==> config.mk <==
export PLATFORM = sky130hd
export DESIGN_NAME = hss_strap_sampler
export DESIGN_NICKNAME = d
export VERILOG_FILES = /design/src/verilog/hss_strap_sampler.v /design/src/verilog/hss_sync2.v
export VERILOG_INCLUDE_DIRS = /design/src /design/src/verilog
export SDC_FILE = /design/constraint.sdc
export NUM_CORES = 1
export LEC_CHECK = 0
export BUFFER_PORTS_ARGS = -buffer_cell sky130_fd_sc_hd__buf_4
export CORE_ASPECT_RATIO = 1.75
export CORE_MARGIN = 8
export CORE_UTILIZATION = 41
export DETAILED_ROUTE_END_ITERATION = 7
export GPL_TIMING_DRIVEN = 0
export PLACE_DENSITY = 0.64
export SLEW_MARGIN = 20
export SYNTH_ARGS = -nofsm -noshare
export SYNTH_HDL_FRONTEND = slang
export SYNTH_HIERARCHICAL = 1
export SYNTH_SLANG_ARGS = --single-unit
==> constraint.sdc <==
create_clock -name clock -period 1.3 [get_ports clock]
set_input_delay 0.13 -clock clock [delete_from_list [all_inputs] [get_ports clock]]
set_output_delay 0.13 -clock clock [all_outputs]
set_load 0.01 [all_outputs]
==> src/verilog/hss_regs.vh <==
/*
 Strap sampler constants: strap polarities, fixed slave address bits,
 and the synchroniser/capture timing.
 Assumes inclusion by bare name from the design files.
*/
`ifndef HSS_REGS_VH
`define HSS_REGS_VH
`define HSS_MODE_SMBUS        1'b0
`define HSS_MODE_I2C          1'b1
`define HSS_POL_ACT_HIGH      1'b0
`define HSS_POL_ACT_LOW       1'b1
`define HSS_PSW_ENABLED       1'b0
`define HSS_GANG_INDIVIDUAL   1'b0
`define HSS_ADDR_BIT3_FIXED   1'b1
`define HSS_ADDR_W            7
`define HSS_ADDR_BASE         7'h00
`define HSS_SYNC_STAGES       2
`define HSS_CAPTURE_CYCLE     2'h2
`define HSS_STRAP_W           5
`endif

==> src/verilog/hss_strap_sampler.v <==
/*
 Hub strap sampler: captures the multi-function configuration pins after
 reset release, then turns them into status outputs.
 Assumes straps are held stable around reset release; pin wires are
 resolved outside from the output enables.
*/
// Function
// Strap bus-select 1 makes the serial pins an I2C EEPROM master, 0 an SMBus slave port.
// The bus-select pin is captured at reset release and the board holds it meanwhile.
// After reset the bus-select pin drives the port 2 SuperSpeed status.
// The polarity strap makes both power-control outputs active high at 0, low at 1.
// After reset the polarity pin drives the port 1 SuperSpeed status.
// The grouping strap picks per-port at 0 or ganged at 1 only while switching is enabled.
// In SMBus mode slave address bit 2 comes from the captured grouping strap.
// Slave address bit 3 is always 1.
// After reset the grouping pin shows upstream high-speed connection.
// The power-management strap enables power switching at 0 and disables it at 1.
// Power-control outputs switch port power only while switching is enabled.
// In SMBus mode slave address bit 1 comes from the captured power-management strap.
// After reset the power-management pin shows upstream SuperSpeed connection.
// Test pin high at reset enters factory test mode; the board holds it low normally.
// A low over-current input is an event; in ganged mode either input is a hub event; the sampler flags none while switching is disabled.
// Captured straps stay constant until the next reset.
`timescale 1ns/1ps
`include "hss_regs.vh"
module hss_strap_sampler (
   // Clock and reset
   input  wire       clock,
   input  wire       arst_n,
   // Multi-function pins
   input  wire       serial_bus_select_strap_i,
   output wire       serial_bus_select_strap_o,
   output wire       serial_bus_select_strap_oe,
   input  wire       power_control_polarity_strap_i,
   output wire       power_control_polarity_strap_o,
   output wire       power_control_polarity_strap_oe,
   input  wire       slave_address_bit2_strap_i,
   output wire       slave_address_bit2_strap_o,
   output wire       slave_address_bit2_strap_oe,
   input  wire       power_switching_disable_strap_i,
   output wire       power_switching_disable_strap_o,
   output wire       power_switching_disable_strap_oe,
   input  wire       test_mode_strap_i,
   // Status from hub core
   input  wire       port2_superspeed_status,
   input  wire       port1_superspeed_status,
   input  wire       upstream_highspeed_status,
   input  wire       upstream_superspeed_status,
   // Power requests from hub core and over-current pins
   input  wire [1:0] port_power_request,
   input  wire [1:0] port_overcurrent_input_n,
   output wire [1:0] port_power_switch_output,
   output wire [1:0] port_overcurrent_event,
   output wire       hub_overcurrent_event,
   // Decoded configuration
   output wire       straps_valid,
   output wire       i2c_master_mode,
   output wire       smbus_slave_mode,
   output wire       ganged_power_mode,
   output wire       power_switching_enabled,
   output wire       factory_test_mode,
   output wire [6:0] smbus_slave_address
);
   localparam ST_SYNC = 2'h0;
   localparam ST_CAPT = 2'h1;
   localparam ST_RUN  = 2'h2;

   wire [4:0] pins_sync;
   wire [1:0] oc_sync_n;
   reg  [1:0] state_ff;
   reg  [1:0] nxt_state;
   reg  [1:0] cnt_ff;
   reg  [1:0] nxt_cnt;
   reg  [4:0] strap_ff;
   reg  [1:0] pwr_ff;
   reg  [1:0] nxt_pwr;
   reg  [1:0] oc_port_ff;
   reg        oc_hub_ff;
   reg        stat_ff;
   reg  [3:0] stat_o_ff;
   reg        valid_ff;
   reg        i2c_ff;
   reg        smbus_ff;
   reg        psw_ff;
   reg        gang_ff;
   reg        test_ff;

   // Active level of a power-control output under the captured polarity
   function drive_level;
      input on;
      input pol;
      begin
         drive_level = (pol == `HSS_POL_ACT_LOW) ? ~on : on;
      end
   endfunction

   // Power-management strap level that leaves switching on
   function switching_on;
      input psw_pin;
      begin
         switching_on = (psw_pin == `HSS_PSW_ENABLED);
      end
   endfunction

   hss_sync2 #(.W(5)) u_pin_sync (
      .clock  (clock),
      .arst_n (arst_n),
      .d      ({test_mode_strap_i, power_switching_disable_strap_i,
                slave_address_bit2_strap_i, power_control_polarity_strap_i,
                serial_bus_select_strap_i}),
      .q      (pins_sync)
   );

   hss_sync2 #(.W(2)) u_oc_sync (
      .clock  (clock),
      .arst_n (arst_n),
      .d      (port_overcurrent_input_n),
      .q      (oc_sync_n)
   );

   // Wait for the synchroniser to fill, capture once, then run
   always @* begin
      nxt_state = state_ff;
      nxt_cnt   = cnt_ff;
      case (state_ff)
         ST_SYNC: begin
            nxt_cnt = cnt_ff + 2'h1;
            if (cnt_ff == `HSS_CAPTURE_CYCLE - 2'h1) begin
               nxt_state = ST_CAPT;
            end
         end
         ST_CAPT: begin
            nxt_state = ST_RUN;
         end
         ST_RUN: begin
            nxt_state = ST_RUN;
         end
         default: begin
            nxt_state = ST_SYNC;
            nxt_cnt   = 2'h0;
         end
      endcase
   end

   always @(posedge clock or negedge arst_n) begin
      if (!arst_n) begin
         state_ff <= ST_SYNC;
         cnt_ff   <= 2'h0;
         strap_ff <= 5'h00;
         valid_ff <= 1'b0;
         i2c_ff   <= 1'b0;
         smbus_ff <= 1'b0;
         psw_ff   <= 1'b0;
         gang_ff  <= 1'b0;
         test_ff  <= 1'b0;
      end else begin
         state_ff <= nxt_state;
         cnt_ff   <= nxt_cnt;
         // Decoded configuration is registered once and then held
         if (state_ff == ST_CAPT) begin
            strap_ff <= pins_sync; // see R2 see R14
            valid_ff <= 1'b1;
            i2c_ff   <= (pins_sync[0] == `HSS_MODE_I2C);
            smbus_ff <= (pins_sync[0] == `HSS_MODE_SMBUS);
            psw_ff   <= switching_on(pins_sync[3]);
            gang_ff  <= switching_on(pins_sync[3]) &
                        (pins_sync[2] != `HSS_GANG_INDIVIDUAL);
            test_ff  <= pins_sync[4];
         end
      end
   end

   assign straps_valid            = valid_ff;
   assign i2c_master_mode         = i2c_ff;
   assign smbus_slave_mode        = smbus_ff;
   assign power_switching_enabled = psw_ff;
   assign ganged_power_mode       = gang_ff;
   assign factory_test_mode       = test_ff;
   // Bits 2 and 1 from straps, bit 3 fixed
   assign smbus_slave_address = `HSS_ADDR_BASE |
      {3'h0, `HSS_ADDR_BIT3_FIXED, strap_ff[2], strap_ff[3], 1'b0}; // see R7 see R8

   // Power switching: ganged turns all ports on if any asks and no hub over-current is flagged
   always @* begin
      nxt_pwr = 2'h0;
      if (power_switching_enabled) begin
         if (ganged_power_mode) begin
            nxt_pwr = {2{|port_power_request & ~oc_hub_ff}};
         end else begin
            nxt_pwr = port_power_request & ~oc_port_ff;
         end
      end
   end

   always @(posedge clock or negedge arst_n) begin
      if (!arst_n) begin
         pwr_ff     <= 2'h0;
         oc_port_ff <= 2'h0;
         oc_hub_ff  <= 1'b0;
         stat_ff    <= 1'b0;
         stat_o_ff  <= 4'h0;
      end else begin
         // Polarity applied before the flop so the pins change cleanly
         pwr_ff[0]  <= drive_level(nxt_pwr[0], strap_ff[1]);
         pwr_ff[1]  <= drive_level(nxt_pwr[1], strap_ff[1]);
         stat_ff    <= straps_valid;
         // Status levels reach the pins one cycle after the core shows them
         stat_o_ff  <= {4{straps_valid}} &
                       {upstream_superspeed_status, upstream_highspeed_status,
                        port1_superspeed_status, port2_superspeed_status};
         // Low input means over-current
         oc_port_ff <= (ganged_power_mode || !power_switching_enabled) ?
                       2'h0 : ~oc_sync_n;
         oc_hub_ff  <= ganged_power_mode & ~(&oc_sync_n);
      end
   end

   assign port_power_switch_output    = pwr_ff; // see R4
   assign port_overcurrent_event      = oc_port_ff;
   assign hub_overcurrent_event       = oc_hub_ff;

   // Pins become status outputs once straps are held
   assign serial_bus_select_strap_oe       = stat_ff;
   assign serial_bus_select_strap_o        = stat_o_ff[0];
   assign power_control_polarity_strap_oe  = stat_ff;
   assign power_control_polarity_strap_o   = stat_o_ff[1];
   assign slave_address_bit2_strap_oe      = stat_ff;
   assign slave_address_bit2_strap_o       = stat_o_ff[2];
   assign power_switching_disable_strap_oe = stat_ff;
   assign power_switching_disable_strap_o  = stat_o_ff[3];
endmodule

==> src/verilog/hss_sync2.v <==
/*
 Two flip-flop synchroniser for a bus of pin levels.
 Assumes inputs asynchronous to clock; resets to zero.
*/
`timescale 1ns/1ps
module hss_sync2 #(
   parameter W = 1
) (
   // Clock and reset
   input  wire         clock,
   input  wire         arst_n,
   // Data
   input  wire [W-1:0] d,
   output wire [W-1:0] q
);
   reg [W-1:0] meta_ff;
   reg [W-1:0] sync_ff;

   always @(posedge clock or negedge arst_n) begin
      if (!arst_n) begin
         meta_ff <= {W{1'b0}};
         sync_ff <= {W{1'b0}};
      end else begin
         meta_ff <= d;
         sync_ff <= meta_ff;
      end
   end

   assign q = sync_ff;
endmodule
==> impl_metrics.ini <==
[setup_path]
critPathMaxFanout = 10
slowest_delay_ns = 0.37
cp_cell_sequence = inv_2 > ha_2 > buf_6 > mux2_2
cp.arrival_ns = 1.43
worstSetupStartpointType = register
critPathKind = register to register
cp_data_required_time_ns = 1.47
crit_path_end_kind = register
slowest_stage = dfrtp_1

[worst_hold_path]
hold_class = input pin to register

[floorplan]
die_x_um = 59.7
die_y_um = 92.4
io_pins = 41
rows = 28
start_util = 0.416
die_area_um2 = 5520
core_area_um2 = 3290

[detailed_routing]
wl_per_cell_um = 12.2
vias_per_cell = 4.42
route.detailed.drc = 0
via_count = 889
drt.antenna.violating_nets = 0
drt_pass1_iterations = 4
drt_iter0_drc = 10
wirelength_um = 2450

[clocking]
clock_latency_ns = 0.28
cts_buffers = 5
clk_pin_slew_worst_paths_ns = 0.07
cts_tree = built
h-tree-depth = 2
cts_buffer_depth = 2
cts.sinks = 37
root_buffer = clkbuf_8

[run]
cap_violations = 0

[outcome]
status = complete, no violations

[timing]
fin_skew_ns = 0.00449
finalSetupViolations = 0
finalCritPeriodShare = 0.968
hold_violations = 0
tns_ns = 0
hold_ws_ns = 0.0550
fmax_ghz = 0.795
slew_viol_final = 0
fin_crit_ns = 1.26

[final_layout]
area_growth_pct = 40.9
final_cell_mix = buf_4 (46), dfrtp_1 (37), dlygate4sd3_1 (8)
fin_nets = 173
n_antenna_cell = 0
drive_above_1_share = 0.436
post-route-util = 0.585
fill_cells = 309
register_area_um2 = 926
multi_input_area_um2 = 359
mostFrequentLayoutCell = buf_4

[power_and_ir_drop]
p_leak_nw = 0.921
p_total_mw = 2.44
p_per_area_nw_per_um2 = 1270
peakVddDrop_v = 0.00134

[synth]
synth.ff_latch_count = 37
syn_area_um2 = 1370
ys_warn_count = 6
syn_area_per_cell_um2 = 13.6
ys_seq_area_frac = 0.676
syn_inst = 101
ys_types = 25

[placement]
hpwl_um = 1820
port_buffers = 35
gp_congestion = 0.693

[global_routing]
grt_max_degree = 38
globalRoute.totalOverflow = 0
grt_pass1_wl_um = 4000
antenna_found_initial = 0
grt_pass1_vias = 934
grtUsageTotal = 0.0962
flip-flops by register name, summed over array words and instances (netlist names), 2 cells and up:
signal	cells
cnt_ff	2
port_power_switch_output	2
strap_ff	4
stat_o_ff	4
port_overcurrent_event	2
u_oc_sync/meta_ff	2
u_pin_sync/q	5
u_pin_sync/meta_ff	5
u_oc_sync/q	2
state_ff	2
path summary, 6_finish.rpt:
kind,end,slack [ns],cells after the start,from
worst min register to register,u_pin_sync/q[1]$_DFF_PN0_,0.35,0,u_pin_sync/meta_ff[1]$_DFF_PN0_
max in group asynchronous,state_ff[0]$_DFFE_PN0P_,0.65,2,arst_n
worst max register to register,strap_ff[3]$_DFFE_PN0N_,0.04,4,state_ff[1]$_DFFE_PN0P_
min in group asynchronous,power_switching_enabled$_DFFE_PN0N_,0.33,2,arst_n
worst max-delay path,strap_ff[3]$_DFFE_PN0N_,0.04,4,state_ff[1]$_DFFE_PN0P_
worst min-delay path,stat_o_ff[1]$_DFF_PN0_,0.06,2,port1_superspeed_status
routing by layer:
| layer | vias to the layer above | track usage | wire [um] |
|---|---|---|---|
| met2 | 25 | 0.159 | 1350 |
| met4 | 0 | 0.0621 | 49 |
| met5 | - | 0 | 0 |
| met1 | 436 | 0.0904 | 894 |
| li1 | 421 | - | - |
| met3 | 7 | 0.0458 | 162 |
report_power, final:
group | total (mW) | switching [mW] | internal, mW | leakage, nW
Clock | 1.01 | 0.385 | 0.623 | 0.0574
Sequential | 1.23 | 0.0264 | 1.20 | 0.430
Combinational | 0.207 | 0.0877 | 0.119 | 0.433
kinds of logic after synthesis:
family                   synth area share
flip-flops                          0.676
AND/OR/NAND/NOR                    0.0914
buffers and inverters              0.0804
AO/OA/AOI/OAI                      0.0704
multiplexers                       0.0484
adder cells (fa/ha/maj)            0.0274
other                             0.00549
worst max-delay path, delay by kind of cell, from the launching register on:
kind / cells / cell delay (ns)
adder cells (fa/ha/maj): 1 / 0.20
buffers and inverters: 2 / 0.23
flip-flops: 1 / 0.37
multiplexers: 1 / 0.34
stage by stage:
step | setup slack [ns] | instance area, um^2 | cells
global placement | -0.0116 | 1700 | 184
finish | 0.0415 | 1930 | 201
global route | -0.00888 | 1930 | 201
CTS | 0.0169 | 1910 | 200
floorplan | 0.0770 | 1380 | 104
detailed placement | -0.0642 | 1700 | 184
Yosys cell counts:
| cell | instances | share of area |
|---|---|---|
| a21oi_1 | 2 | 0.0073 |
| a2bb2oi_1 | 1 | 0.0064 |
| and2_1 | 4 | 0.018 |
| buf_2 | 1 | 0.0037 |
| buf_4 | 10 | 0.055 |
| conb_1 | 2 | 0.0055 |
| dfrtp_1 | 37 | 0.68 |
| ha_1 | 3 | 0.027 |
| inv_1 | 7 | 0.019 |
| inv_2 | 1 | 0.0027 |
| mux2_2 | 5 | 0.041 |
| mux2i_1 | 1 | 0.0073 |
| nand2_1 | 4 | 0.011 |
| nand2b_2 | 1 | 0.0064 |
| nand3b_1 | 1 | 0.0055 |
| nand4bb_1 | 2 | 0.016 |
| nor2_1 | 7 | 0.019 |
| o21ai_0 | 2 | 0.0073 |
| o21ai_1 | 2 | 0.0073 |
| o311ai_2 | 2 | 0.024 |
| o31ai_1 | 2 | 0.011 |
| o32a_1 | 1 | 0.0073 |
| or2_2 | 1 | 0.0046 |
| or2b_1 | 1 | 0.0055 |
| or3_1 | 1 | 0.0046 |
timing repair:
action | CTS | global route
hold buffers | 8 | 0
endpoints found under the setup margin | 4 | 5
setup buffers | 0 | 1
resized for setup | 2 | 3
hold endpoints to repair | 44 | 0
cell type report:
class,count,share of cell area
multi-input cells,48,0.186
flip-flops and latches,37,0.480
plain buffers,11,0.0448
repair buffers,44,0.182
well taps,45,0.0292
clock buffers,6,0.0428
clock inverters,2,0.0195
inverters,8,0.0156
Note: power is estimated with default switching activity, not from simulation.
